--- config.mk ---
export PLATFORM = sky130hd
export DESIGN_NAME = compact_timer_module
export DESIGN_NICKNAME = d
export VERILOG_FILES = /design/src/common/ctm_pkg.sv /design/src/rtl/compact_timer_module.sv /design/src/rtl/ctm_clock_select.sv
export SDC_FILE = /design/constraint.sdc
export NUM_CORES = 1
export LEC_CHECK = 0
export BUFFER_PORTS_ARGS = -buffer_cell sky130_fd_sc_hd__buf_2
export CAP_MARGIN = 20
export CORE_MARGIN = 2
export CORE_UTILIZATION = 35
export DETAILED_ROUTE_END_ITERATION = 7
export HOLD_SLACK_MARGIN = 0.12
export SLEW_MARGIN = 20
export SYNTH_ARGS = -nofsm -noshare
export SYNTH_HDL_FRONTEND = slang
export SYNTH_SLANG_ARGS = --single-unit
--- constraint.sdc ---
create_clock -name ref_clk -period 8 [get_ports ref_clk]
set_input_delay 1.6 -clock ref_clk [delete_from_list [all_inputs] [get_ports ref_clk]]
set_output_delay 1.6 -clock ref_clk [all_outputs]
set_load 0.05 [all_outputs]
--- src/common/ctm_pkg.sv ---
// Package: register map, field layouts, modes and clock codes of the compact timer
// ------------------------------------------------------------
// Summary of operation
// - Pause bit high holds the counter; clearing it resumes from the held value.
// - Clock field picks sys/4, sys, high/16, high/64, sub, pin rise, pin fall.
// - Counter-on rising edge clears the counter to zero before counting.
// - Counter-on low stops counting and keeps the residual count.
// - Counter-on rising edge restores the initial output level in compare and PWM.
// - Mode field: 00 compare output, 10 PWM, 11 timer/counter, 01 undefined.
// - Timer/counter mode ignores output function, initial level and polarity bits.
// - Compare mode A match: 00 hold, 01 low, 10 high, 11 toggle the output.
// - PWM output function: 00 inactive, 01 active, 10 waveform, 11 undefined.
// - Compare mode initial level bit sets pin before any match; same level, no change.
// - PWM mode initial level bit selects active low (0) or active high (1).
// - Polarity bit one inverts the output pin; zero passes it straight.
// - Swap bit 0: P sets period, A duty; 1: roles reversed.
// - Clear-source 1 clears on A match; 0 clears on P match or overflow.
// - Overflow raises the P request under clear-source 0 only when P value is all zero.
// - PWM mode ignores clear-source; the swap bit picks the clearing compare.
// - Counter readable as read-only byte pair; A as read/write pair; P one byte.
// - Low three bits of the first control register read as zero.
// - Low bytes go through a shared byte buffer moved by high-byte access.
// - P value compares with counter high byte; A with all sixteen bits.
// - Separate request pulses for comparator A and comparator P matches.
// - Complement output pin is always the inverse of the main output pin.
// ------------------------------------------------------------
package ctm_pkg;

	// ------------------------------------------------------------
	// Register word indexes, byte address is four times the index
	// ------------------------------------------------------------
	localparam logic [2:0] IDX_CTRL0 = 3'h0;
	localparam logic [2:0] IDX_CTRL1 = 3'h1;
	localparam logic [2:0] IDX_CNT_LO = 3'h2;
	localparam logic [2:0] IDX_CNT_HI = 3'h3;
	localparam logic [2:0] IDX_CMPA_LO = 3'h4;
	localparam logic [2:0] IDX_CMPA_HI = 3'h5;
	localparam logic [2:0] IDX_CMPP = 3'h6;
	localparam logic [2:0] IDX_LAST = 3'h6;
	localparam logic [7:0] RESET_BYTE = 8'h00;
	localparam logic [1:0] RESP_OKAY = 2'h0;
	localparam logic [1:0] RESP_SLVERR = 2'h2;

	// ------------------------------------------------------------
	// Clock source codes and prescaler ratios
	// ------------------------------------------------------------
	localparam logic [2:0] CK_SYS_DIV4 = 3'h0;
	localparam logic [2:0] CK_SYS = 3'h1;
	localparam logic [2:0] CK_HI_DIV16 = 3'h2;
	localparam logic [2:0] CK_HI_DIV64 = 3'h3;
	localparam logic [2:0] CK_SUB_A = 3'h4;
	localparam logic [2:0] CK_SUB_B = 3'h5;
	localparam logic [2:0] CK_PIN_RISE = 3'h6;
	localparam logic [2:0] CK_PIN_FALL = 3'h7;
	localparam logic [1:0] SYS_DIV_LAST = 2'h3;
	localparam logic [5:0] HI_DIV16_LAST = 6'h0f;
	localparam logic [5:0] HI_DIV64_LAST = 6'h3f;

	// ------------------------------------------------------------
	// Modes and output functions
	// ------------------------------------------------------------
	typedef enum logic [1:0] {
		MODE_COMPARE = 2'h0,
		MODE_UNDEF = 2'h1,
		MODE_PWM = 2'h2,
		MODE_TIMER = 2'h3
	} mode_t;
	localparam logic [1:0] IO_HOLD = 2'h0;
	localparam logic [1:0] IO_LOW = 2'h1;
	localparam logic [1:0] IO_HIGH = 2'h2;
	localparam logic [1:0] IO_TOGGLE = 2'h3;
	localparam logic [1:0] IO_PWM_INACTIVE = 2'h0;
	localparam logic [1:0] IO_PWM_ACTIVE = 2'h1;
	localparam logic [1:0] IO_PWM_WAVE = 2'h2;

	// ------------------------------------------------------------
	// Control register layouts
	// ------------------------------------------------------------
	typedef struct packed {
		logic pauseControl;
		logic [2:0] clockSourceSelect;
		logic counterOn;
		logic [2:0] unused;
	} ctrl0_t;
	typedef struct packed {
		mode_t operatingModeSelect;
		logic [1:0] outputFunctionSelect;
		logic outputInitialLevel;
		logic outputPolarityInvert;
		logic dutyPeriodSwap;
		logic clearSourceSelect;
	} ctrl1_t;

endpackage : ctm_pkg

--- src/rtl/compact_timer_module.sv ---
// Module: compact 16-bit timer with AXI4-Lite register access
`timescale 1ns/1ps
module compact_timer_module #(
	parameter int ADDR_W = 8
) (
	// Clock and reset
	input wire logic ref_clk,
	input wire logic rst,
	// AXI4-Lite write address
	input wire logic [ADDR_W-1:0] s_axi_awaddr,
	input wire logic s_axi_awvalid,
	output logic s_axi_awready,
	// AXI4-Lite write data
	input wire logic [31:0] s_axi_wdata,
	input wire logic [3:0] s_axi_wstrb,
	input wire logic s_axi_wvalid,
	output logic s_axi_wready,
	// AXI4-Lite write response
	output logic [1:0] s_axi_bresp,
	output logic s_axi_bvalid,
	input wire logic s_axi_bready,
	// AXI4-Lite read address
	input wire logic [ADDR_W-1:0] s_axi_araddr,
	input wire logic s_axi_arvalid,
	output logic s_axi_arready,
	// AXI4-Lite read data
	output logic [31:0] s_axi_rdata,
	output logic [1:0] s_axi_rresp,
	output logic s_axi_rvalid,
	input wire logic s_axi_rready,
	// Counting clock sources
	input wire logic highClock,
	input wire logic subClock,
	input wire logic externalClockPin,
	// Timer outputs
	output logic timerOutputPin,
	output logic timerOutputPinInverted,
	// Match requests
	output logic compareAIrq,
	output logic comparePIrq
);

	// ------------------------------------------------------------
	// Address decode
	// ------------------------------------------------------------
	function automatic logic [3:0] decodeAddr(input logic [ADDR_W-1:0] addr);
		logic hit;
		hit = (addr[1:0] == 2'h0) && (addr[ADDR_W-1:2] <= ADDR_W'(ctm_pkg::IDX_LAST));
		return {hit, addr[4:2]};
	endfunction : decodeAddr

	// ------------------------------------------------------------
	// State
	// ------------------------------------------------------------
	ctm_pkg::ctrl0_t ctrl0_reg;
	ctm_pkg::ctrl1_t ctrl1_reg;
	logic [15:0] counter_reg;
	logic [15:0] compareA_reg;
	logic [7:0] compareP_reg;
	logic [7:0] lowBuffer_reg;
	logic onPrev_reg;
	logic cmpLevel_reg;
	logic [ADDR_W-1:0] awAddr_reg;
	logic awHeld_reg;
	logic [7:0] wData_reg;
	logic wLane_reg;
	logic wHeld_reg;
	logic sourceTick;

	// ------------------------------------------------------------
	// Clock source
	// ------------------------------------------------------------
	ctm_clock_select clockSelect (
		.ref_clk(ref_clk),
		.rst(rst),
		.highClock(highClock),
		.subClock(subClock),
		.externalClockPin(externalClockPin),
		.clockSourceSelect(ctrl0_reg.clockSourceSelect),
		.sourceTick(sourceTick)
	);

	// ------------------------------------------------------------
	// Write channel handshake
	// ------------------------------------------------------------
	wire awTake = s_axi_awvalid & s_axi_awready;
	wire wTake = s_axi_wvalid & s_axi_wready;
	wire wrFire = awHeld_reg & wHeld_reg & ~s_axi_bvalid;
	wire [3:0] wrDec = decodeAddr(awAddr_reg);
	wire wrHit = wrDec[3];
	wire [2:0] wrIdx = wrDec[2:0];
	wire wrEn = wrFire & wrHit & wLane_reg;
	wire wrCtrl0 = wrEn & (wrIdx == ctm_pkg::IDX_CTRL0);
	wire wrCtrl1 = wrEn & (wrIdx == ctm_pkg::IDX_CTRL1);
	wire wrCmpALo = wrEn & (wrIdx == ctm_pkg::IDX_CMPA_LO);
	wire wrCmpAHi = wrEn & (wrIdx == ctm_pkg::IDX_CMPA_HI);
	wire wrCmpP = wrEn & (wrIdx == ctm_pkg::IDX_CMPP);
	wire awHeld_next = wrFire ? 1'b0 : (awHeld_reg | awTake);
	wire wHeld_next = wrFire ? 1'b0 : (wHeld_reg | wTake);
	wire bvalid_next = wrFire | (s_axi_bvalid & ~s_axi_bready);
	wire [1:0] bresp_next = wrFire ?
		(wrHit ? ctm_pkg::RESP_OKAY : ctm_pkg::RESP_SLVERR) : s_axi_bresp;

	// ------------------------------------------------------------
	// Read channel handshake and data select
	// ------------------------------------------------------------
	wire arTake = s_axi_arvalid & s_axi_arready;
	wire [3:0] rdDec = decodeAddr(s_axi_araddr);
	wire rdHit = rdDec[3];
	wire [2:0] rdIdx = rdDec[2:0];
	wire rdCntHi = arTake & rdHit & (rdIdx == ctm_pkg::IDX_CNT_HI);
	wire rdCmpAHi = arTake & rdHit & (rdIdx == ctm_pkg::IDX_CMPA_HI);
	wire rvalid_next = arTake | (s_axi_rvalid & ~s_axi_rready);
	wire [7:0] ctrl0View = {ctrl0_reg[7:3], 3'h0};
	wire [7:0] rdByte =
		(rdIdx == ctm_pkg::IDX_CTRL0) ? ctrl0View :
		(rdIdx == ctm_pkg::IDX_CTRL1) ? ctrl1_reg :
		(rdIdx == ctm_pkg::IDX_CNT_HI) ? counter_reg[15:8] :
		(rdIdx == ctm_pkg::IDX_CMPA_HI) ? compareA_reg[15:8] :
		(rdIdx == ctm_pkg::IDX_CMPP) ? compareP_reg :
		lowBuffer_reg;
	wire [31:0] rdata_next = arTake ? {24'h000000, rdHit ? rdByte : 8'h00} : s_axi_rdata;
	wire [1:0] rresp_next = arTake ?
		(rdHit ? ctm_pkg::RESP_OKAY : ctm_pkg::RESP_SLVERR) : s_axi_rresp;

	// ------------------------------------------------------------
	// Mode decode
	// ------------------------------------------------------------
	wire counterOn = ctrl0_reg.counterOn;
	wire onRise = counterOn & ~onPrev_reg;
	wire isCompare = ctrl1_reg.operatingModeSelect == ctm_pkg::MODE_COMPARE;
	wire isPwm = ctrl1_reg.operatingModeSelect == ctm_pkg::MODE_PWM;
	wire drivesPin = isCompare | isPwm;
	wire [1:0] ioSel = ctrl1_reg.outputFunctionSelect;
	wire initLevel = ctrl1_reg.outputInitialLevel;

	// ------------------------------------------------------------
	// Counter and comparators
	// ------------------------------------------------------------
	wire tick = sourceTick & counterOn & ~ctrl0_reg.pauseControl;
	wire [15:0] cntInc = counter_reg + 16'h0001;
	wire aZero = compareA_reg == 16'h0000;
	wire pZero = compareP_reg == 8'h00;
	wire aHit = (cntInc == compareA_reg) & ~aZero;
	wire pHit = (cntInc == {compareP_reg, 8'h00}) & ~pZero;
	wire overflow = counter_reg == 16'hffff;
	wire pOverflow = overflow & pZero;
	wire clearByA = isPwm ? ctrl1_reg.dutyPeriodSwap : ctrl1_reg.clearSourceSelect;
	wire aEvent = tick & aHit;
	wire pEvent = tick & (pHit | pOverflow) & (isPwm | ~clearByA);
	wire clearCnt = tick & (clearByA ? aHit : (pHit | overflow));
	wire [15:0] counter_next =
		onRise ? 16'h0000 :
		clearCnt ? 16'h0000 :
		tick ? cntInc :
		counter_reg;

	// ------------------------------------------------------------
	// PWM waveform
	// ------------------------------------------------------------
	wire [16:0] pDuty = pZero ? 17'h10000 : {1'b0, compareP_reg, 8'h00};
	wire [16:0] dutyVal = ctrl1_reg.dutyPeriodSwap ? pDuty : {1'b0, compareA_reg};
	wire pwmActive = {1'b0, counter_reg} < dutyVal;
	wire pwmLevel = pwmActive ? initLevel : ~initLevel;
	wire pwmPin =
		(ioSel == ctm_pkg::IO_PWM_WAVE) ? pwmLevel :
		(ioSel == ctm_pkg::IO_PWM_ACTIVE) ? initLevel :
		~initLevel;

	// ------------------------------------------------------------
	// Compare match output level
	// ------------------------------------------------------------
	wire cmpMatchLevel =
		(ioSel == ctm_pkg::IO_LOW) ? 1'b0 :
		(ioSel == ctm_pkg::IO_HIGH) ? 1'b1 :
		(ioSel == ctm_pkg::IO_TOGGLE) ? ~cmpLevel_reg :
		cmpLevel_reg;
	wire cmpLevel_next =
		(onRise & drivesPin) ? initLevel :
		(aEvent & isCompare) ? cmpMatchLevel :
		cmpLevel_reg;
	wire baseLevel = isPwm ? pwmPin : cmpLevel_reg;
	wire pin_next = drivesPin ? (baseLevel ^ ctrl1_reg.outputPolarityInvert) : 1'b0;

	// ------------------------------------------------------------
	// Bus registers
	// ------------------------------------------------------------
	always_ff @(posedge ref_clk) begin
		if (rst) begin
			awAddr_reg <= '0;
			awHeld_reg <= 1'b0;
			wData_reg <= ctm_pkg::RESET_BYTE;
			wLane_reg <= 1'b0;
			wHeld_reg <= 1'b0;
			s_axi_awready <= 1'b0;
			s_axi_wready <= 1'b0;
			s_axi_bvalid <= 1'b0;
			s_axi_bresp <= ctm_pkg::RESP_OKAY;
			s_axi_arready <= 1'b0;
			s_axi_rvalid <= 1'b0;
			s_axi_rdata <= 32'h00000000;
			s_axi_rresp <= ctm_pkg::RESP_OKAY;
		end else begin
			if (awTake) begin
				awAddr_reg <= s_axi_awaddr;
			end
			if (wTake) begin
				wData_reg <= s_axi_wdata[7:0];
				wLane_reg <= s_axi_wstrb[0];
			end
			awHeld_reg <= awHeld_next;
			wHeld_reg <= wHeld_next;
			s_axi_awready <= ~awHeld_next & ~bvalid_next;
			s_axi_wready <= ~wHeld_next & ~bvalid_next;
			s_axi_bvalid <= bvalid_next;
			s_axi_bresp <= bresp_next;
			s_axi_arready <= ~rvalid_next;
			s_axi_rvalid <= rvalid_next;
			s_axi_rdata <= rdata_next;
			s_axi_rresp <= rresp_next;
		end
	end

	// ------------------------------------------------------------
	// Timer registers
	// ------------------------------------------------------------
	always_ff @(posedge ref_clk) begin
		if (rst) begin
			ctrl0_reg <= ctm_pkg::RESET_BYTE;
			ctrl1_reg <= ctm_pkg::RESET_BYTE;
			compareA_reg <= 16'h0000;
			compareP_reg <= ctm_pkg::RESET_BYTE;
			lowBuffer_reg <= ctm_pkg::RESET_BYTE;
		end else begin
			if (wrCtrl0) begin
				ctrl0_reg <= {wData_reg[7:3], 3'h0};
			end
			if (wrCtrl1) begin
				ctrl1_reg <= wData_reg;
			end
			if (wrCmpAHi) begin
				compareA_reg <= {wData_reg, lowBuffer_reg};
			end
			if (wrCmpP) begin
				compareP_reg <= wData_reg;
			end
			if (wrCmpALo) begin
				lowBuffer_reg <= wData_reg;
			end else if (rdCntHi) begin
				lowBuffer_reg <= counter_reg[7:0];
			end else if (rdCmpAHi) begin
				lowBuffer_reg <= compareA_reg[7:0];
			end
		end
	end

	// ------------------------------------------------------------
	// Counter, level and outputs
	// ------------------------------------------------------------
	always_ff @(posedge ref_clk) begin
		if (rst) begin
			counter_reg <= 16'h0000;
			onPrev_reg <= 1'b0;
			cmpLevel_reg <= 1'b0;
			timerOutputPin <= 1'b0;
			timerOutputPinInverted <= 1'b1;
			compareAIrq <= 1'b0;
			comparePIrq <= 1'b0;
		end else begin
			counter_reg <= counter_next;
			onPrev_reg <= counterOn;
			cmpLevel_reg <= cmpLevel_next;
			timerOutputPin <= pin_next;
			timerOutputPinInverted <= ~pin_next;
			compareAIrq <= aEvent;
			comparePIrq <= pEvent;
		end
	end

endmodule : compact_timer_module

--- src/rtl/ctm_clock_select.sv ---
// Module: counting clock source selection and prescaling
`timescale 1ns/1ps
module ctm_clock_select (
	// Clock and reset
	input wire logic ref_clk,
	input wire logic rst,
	// Asynchronous clock sources
	input wire logic highClock,
	input wire logic subClock,
	input wire logic externalClockPin,
	// Selection and tick
	input wire logic [2:0] clockSourceSelect,
	output logic sourceTick
);

	// ------------------------------------------------------------
	// Synchronisers and edge detect
	// ------------------------------------------------------------
	logic [2:0] syncA_reg;
	logic [2:0] syncB_reg;
	logic [2:0] prev_reg;
	logic [1:0] sysDiv_reg;
	logic [5:0] hiDiv_reg;
	wire [2:0] rawIn = {externalClockPin, subClock, highClock};
	wire hiRise = syncB_reg[0] & ~prev_reg[0];
	wire subRise = syncB_reg[1] & ~prev_reg[1];
	wire pinRise = syncB_reg[2] & ~prev_reg[2];
	wire pinFall = ~syncB_reg[2] & prev_reg[2];
	wire div4Tick = sysDiv_reg == ctm_pkg::SYS_DIV_LAST;
	wire div16Tick = hiRise & (hiDiv_reg[3:0] == ctm_pkg::HI_DIV16_LAST[3:0]);
	wire div64Tick = hiRise & (hiDiv_reg == ctm_pkg::HI_DIV64_LAST);

	// ------------------------------------------------------------
	// Source selection
	// ------------------------------------------------------------
	logic tick_next;
	always_comb begin
		case (clockSourceSelect)
			ctm_pkg::CK_SYS_DIV4: tick_next = div4Tick;
			ctm_pkg::CK_SYS: tick_next = 1'b1;
			ctm_pkg::CK_HI_DIV16: tick_next = div16Tick;
			ctm_pkg::CK_HI_DIV64: tick_next = div64Tick;
			ctm_pkg::CK_SUB_A: tick_next = subRise;
			ctm_pkg::CK_SUB_B: tick_next = subRise;
			ctm_pkg::CK_PIN_RISE: tick_next = pinRise;
			ctm_pkg::CK_PIN_FALL: tick_next = pinFall;
			default: tick_next = 1'b0;
		endcase
	end

	always_ff @(posedge ref_clk) begin
		if (rst) begin
			syncA_reg <= 3'h0;
			syncB_reg <= 3'h0;
			prev_reg <= 3'h0;
			sysDiv_reg <= 2'h0;
			hiDiv_reg <= 6'h00;
			sourceTick <= 1'b0;
		end else begin
			syncA_reg <= rawIn;
			syncB_reg <= syncA_reg;
			prev_reg <= syncB_reg;
			sysDiv_reg <= sysDiv_reg + 2'h1;
			hiDiv_reg <= hiRise ? hiDiv_reg + 6'h01 : hiDiv_reg;
			sourceTick <= tick_next;
		end
	end

endmodule : ctm_clock_select

== Word level (Yosys, flattened, before mapping) ==
Cells that the tools add are included.
Cells by class
  mux-type cells: 28
  equality and inequality tests: 25
  reductions and logical operators: 16
  bitwise gates (word level): 65
  magnitude comparators: 3
  $add $sub $neg: 3
Operator list (number)
  two-way mux 8 bit: 9
  AND 1 bit: 37
  two-way mux 17 bit: 2
  equality test 16 bit: 2
  equality test 3 bit (second input constant): 9
  NOT 1 bit: 19
  less-than comparator 16 x 17 -> 1 bit: 1
  adder 16 x 1 -> 16 bit (second input constant): 1
  equality test 16 bit (second input constant): 1
  zero test 16 bit: 1
  two-way mux 1 bit: 14
  less-or-equal comparator 6 x 3 -> 1 bit (second input constant): 2
  equality test 3 x 1 -> 1 bit (second input constant): 3
  equality test 3 x 2 -> 1 bit (second input constant): 3
  zero test 3 bit: 3
  equality test 2 bit (second input constant): 4
  zero test 8 bit: 1
  OR 1 bit: 8
  case mux 1 bit (7 select lines): 1
  adder 6 x 1 -> 6 bit (second input constant): 1
  equality test 6 bit (second input constant): 1
  zero test 2 bit: 3
  equality test 4 bit (second input constant): 1
  two-way mux 2 bit: 2
  10 further kinds: 11
Storage, ports and cells
  output and inout port bits: 45
  register bits after elaboration: 121
  input port bits: 62
  logic and storage cells: 178

== Depth between registers and ports, before layout ==
  depth after elaboration: 10
  mapped depth: 12
  gate-level depth less buffers: 10

== Hierarchy ==
Synthesis repeated with hierarchy kept, for this count alone.
Second synthesis, totals
  cell total of the unflattened synthesis: 920
  area total of the unflattened synthesis: 7333.3 um2
By module, submodules not included
  compact_timer_module: area an instance 6668.9 um2, times used 1, cells each 856, seq. area each 2021.9 um2
  ctm_clock_select: area an instance 664.4 um2, times used 1, cells each 64, seq. area each 360.3 um2

== Least setup slack after synthesis ==
No wires, ideal clock.
  path type: input-to-reg
  start point: input s_axi_araddr[1]
  end point: register lowBuffer_reg[5]
  stages on the path: 8
  path buffers: 1
  required time: 7872 ps
  library setup time: 128 ps
  path slack: 4432 ps
  data arrival time: 3440 ps
  path through: or4_1 -> or3_1 -> or3_1 -> clkbuf_1 -> mux2i_1 -> a21oi_1 -> mux2i_1 -> nor2_1
Between the ends
  word-level cells in the longest chain between the ends: 6
  elaborated cells on any way between the ends: 8
  classes of those cells: 2 x mux; 3 x bitwise; 3 x reduce/logical
RTL lines
  start, declared: RTL line compact_timer_module.sv:23  | input wire logic [ADDR_W-1:0] s_axi_araddr,
  zero test 2 bit (*): RTL line compact_timer_module.sv:48  | hit = (addr[1:0] == 2'h0) && (addr[ADDR_W-1:2] <= ADDR_W'(ctm_pkg::IDX_LAST));
  logical AND 1 bit (*): RTL line compact_timer_module.sv:48
  AND 1 bit (*): RTL line compact_timer_module.sv:111, compact_timer_module.sv:112
  AND 1 bit: RTL line compact_timer_module.sv:111  | wire rdCntHi = arTake & rdHit & (rdIdx == ctm_pkg::IDX_CNT_HI);
  two-way mux 8 bit: RTL line compact_timer_module.sv:249  | end else if (rdCntHi) begin
  two-way mux 8 bit: RTL line compact_timer_module.sv:247  | if (wrCmpALo) begin
  end signal, assigned: RTL line compact_timer_module.sv:248  | lowBuffer_reg <= wData_reg;
  end signal, assigned: RTL line compact_timer_module.sv:250  | lowBuffer_reg <= counter_reg[7:0];
  end signal, assigned: RTL line compact_timer_module.sv:252  | lowBuffer_reg <= compareA_reg[7:0];
  end, declared: RTL line compact_timer_module.sv:60  | logic [7:0] lowBuffer_reg;
Every way passes the cells marked *; elsewhere a longest branch is shown, timed or not.
A chain may end at the register's enable or synchronous reset.

== Final worst setup path ==
  start point: input s_axi_araddr[3]
  end point: register lowBuffer_reg[6]
Between the ends
  word-level cells in the longest chain between the ends: 6
  elaborated cells on any way between the ends: 10
  classes of those cells: 1 x order compare; 2 x eq/ne; 2 x mux; 3 x bitwise; 2 x reduce/logical
RTL lines (RTL line)
  less-or-equal comparator 6 x 3 -> 1 bit: compact_timer_module.sv:48
  logical AND 1 bit: compact_timer_module.sv:48
  AND 1 bit: compact_timer_module.sv:111, compact_timer_module.sv:112
  AND 1 bit: compact_timer_module.sv:111
  two-way mux 8 bit: compact_timer_module.sv:249
  two-way mux 8 bit: compact_timer_module.sv:247
Several ways; a longest one is shown, not always the timed one.

==> results.toml <==
[placement]
gp_congestion = 0.904
hpwl_um = 13600
place_inst = 1138
dp_worst_setup_slack_ns = 4.08
port-buffer-count = 53

[die]
initial_core_util_pct = 35.8
fp.dieH_um = 146
coreArea_um2 = 19600
row_count = 51
die_w_um = 146
dieArea_um2 = 21200
ios = 107

[timing]
fin_tns_setup_ns = 0
fin_crit_sh_pct = 43.7
slew_viol_final = 0
setup_ws_ns = 4.51
fmax_ghz = 0.286
finClkSkew_ns = 0.00759
finalSetupViolCount = 0
rsz0062_at_grt = "no"
period_needed_ns = 3.49
worst_pin_slew_ns = 0.986
hold_violations = 0
relSlewSlack_pct = 33.8

[final_layout]
final_cells = 1171
nNetsFinal = 976
area_delta_synth_final_pct = 11.7
n_fill_cell = 2024
drive_above_1_share_pct = 11.6

[clocking]
cts_buffers = 17
cts_buffer_depth = 2
cts_max_level = 4
worstSkewPairLatency_ns = 0.42
cts_setup_buffers = 0
cts_sinks = 119
hold_buffers = 0
cts_tree = "yes"
cts_resized = 0
ctsRootBufferMaster = "clkbuf_16"
clkSlewWorstSetupHoldPaths_ns = 0.06

[grt]
antenna_found_initial = 1
first_global_vias = 5803
grt_pass1_wl_um = 31000
grt_use_total_pct = 18.0
grt_max_degree = 98
grt_overflow = 0
met2_usage_pct = 28.5
grt_util_met3_pct = 3.51
use_met1_pct = 24.6
top_usage_layer = "met2"

[yosys]
synth_top_family_by_area = "simple AND/OR/NAND/NOR gates"
syn-cell-area_um2 = 7020
syn_inst = 877
synthMuxAreaShare_pct = 7.95
yosysSeqAreaShare_pct = 33.9
synthSimpleGateAreaFrac_pct = 26.4
synth_edf_count = 0
yosys_most_used_dff = "dfxtp_1"
synth_xor_area_share_pct = 5.99
ys_top_cells_by_area = "dfxtp_1, mux2i_1, nand2_1, nor2_1, a21oi_1"
synth_top_area_share_pct = 33.9
async_flop_share_pct = 0
synthAdderAreaFrac_pct = 3.92
synth_warnings = 0
yosys.area.top_type = "dfxtp_1"
synth-seq-cells = 119
synth_compound_area_share_pct = 14.3
syn_avg_cell_area_um2 = 8.00
synth.distinct_cells = 67

[detailed_routing]
wirelength_um = 18800
num_vias = 6295
firstDrtPassIters = 5
ant_nets = 0
drt_iter0_markers = 532
viasPerCell = 5.38
drt-wirelength-per-cell_um = 16.1
drc = 0

[critical_path]
critPathKind = "in -> reg"
required_ns = 8.27
end_kind = "flop"
start_kind = "primary input"
worstPathArrival_ns = 3.76
cp_max_fo = 27

[pwr]
powerDensity_nw_per_um2 = 181
combPwrFrac_pct = 6.5
ir_drop_mv = 0.141
p_sw_share_pct = 26.9
power_frac_seq_pct = 43.2
p_clk_share_pct = 50.3
intPower_mw = 1.04
leakage_nw = 3.04
p_sw_mw = 0.382

[run]
maxCapViolations = 0

[outcome]
status = "completed"

[hold_path]
min_path_type = "reg -> reg"
[critical path: stages]
cell and delay [ns]:
buf_2 0.38, nor2b_1 0.50, o21ai_0 0.14, o21ai_1 0.79, mux2i_1 0.29, nor2_1 0.05
[area by class of cell]
type,instances,area [um^2],share of cell area (%)
Inverter,19,71.3,0.910
Multi-Input combinational cell,680,4210,53.7
Antenna cell,1,2.50,0.0319
Sequential cell,119,2380,30.4
Clock inverter,14,118,1.50
Timing Repair Buffer,55,283,3.61
Clock buffer,18,439,5.60
Tap cell,265,332,4.23
[through the flow]
stage / power [mW] / hold slack, ns / instance area (um^2) / util, %
4_1_cts: 1.43 / 0.433 / 7830 / 40.0
6_report: 1.42 / 0.427 / 7840 / 40.0
5_1_grt: 1.47 / 0.439 / 7830 / 40.0
2_1_floorplan: 0.708 / 0.399 / 7110 / -
3_5_place_dp: 0.719 / 0.425 / 7280 / 37.1
3_3_place_gp: 0.719 / 0.418 / 7280 / 37.1
[power by group through the flow]
| stage | Combinational (mW) | Sequential (mW) | Clock (mW) |
|---|---|---|---|
| after floorplan | 0.0776 | 0.630 | 0 |
| after CTS | 0.0930 | 0.613 | 0.727 |
| after detailed placement | 0.0929 | 0.626 | 0 |
| final | 0.0927 | 0.613 | 0.713 |
| after global routing | 0.101 | 0.615 | 0.752 |
| after global placement | 0.0925 | 0.626 | 0 |
[placed cells by master, fill, tap and decap left out, drive strengths merged, types with 19 or more instances in the layout]
| cell type | n |
|---|---|
| dfxtp | 119 |
| nand2 | 113 |
| nor2 | 104 |
| a21oi | 66 |
| buf | 55 |
| mux2i | 49 |
| xnor2 | 30 |
| conb | 26 |
| nor3 | 24 |
| inv | 24 |
| ha | 22 |
| nand3 | 20 |
| nor2b | 19 |
| nand4 | 19 |
[metal layers]
metal / part of all wire (%) / vias to the layer above
met2: 45 / 222
met1: 46 / 2963
met5: 0 / -
met3: 6.3 / 33
met4: 2.4 / 0
li1: - / 3077
[Yosys cell counts (4+ instances only)]
cell and number:
clkbuf_1 41, and4_1 6, nand2b_1 15, mux2_2 4
buf_4 31, nor3_1 23, nor4_1 13, a21o_1 4
a2111oi_0 4, or4_1 4, xor2_1 18, nand3_1 19
a22oi_1 4, xnor2_1 30, o22ai_1 6, a31oi_1 9
inv_1 19, nand4b_1 5, a221oi_1 6, and3_1 4
dfxtp_1 119, mux2i_1 49, nand2_1 113, a32oi_1 7
nor2_1 104, o21ai_0 17, nor2b_1 19, nand3b_1 5
or3_1 8, a21oi_1 66, and2_1 5, buf_2 8
nand4_1 18, ha_1 22
[kinds of logic (layout without fill, tap and decap cells)]
kind of cell / Yosys count / in the layout
AOI/OAI and AO/OA: 155 / 155
xor gates and xnor gates: 48 / 48
adders and majority gates: 22 / 22
buffers and inverters: 103 / 106
DFF: 119 / 119
muxes: 54 / 54
other: 1 / 27
and+or+nand+nor: 375 / 375
[path summary, 6_finish.rpt]
| kind | startpoint | to | slack [ns] | cells after the start |
|---|---|---|---|---|
| max | s_axi_araddr[3] | lowBuffer_reg[6] | 4.51 | 6 |
| min | clockSelect.sysDiv_reg[0] | clockSelect.sysDiv_reg[0] | 0.43 | 1 |
| max reg2reg | counter_reg[0] | counter_reg[5] | 4.62 | 9 |
| min reg2reg | clockSelect.sysDiv_reg[0] | clockSelect.sysDiv_reg[0] | 0.43 | 1 |
(Power assumes the default switching activity.)
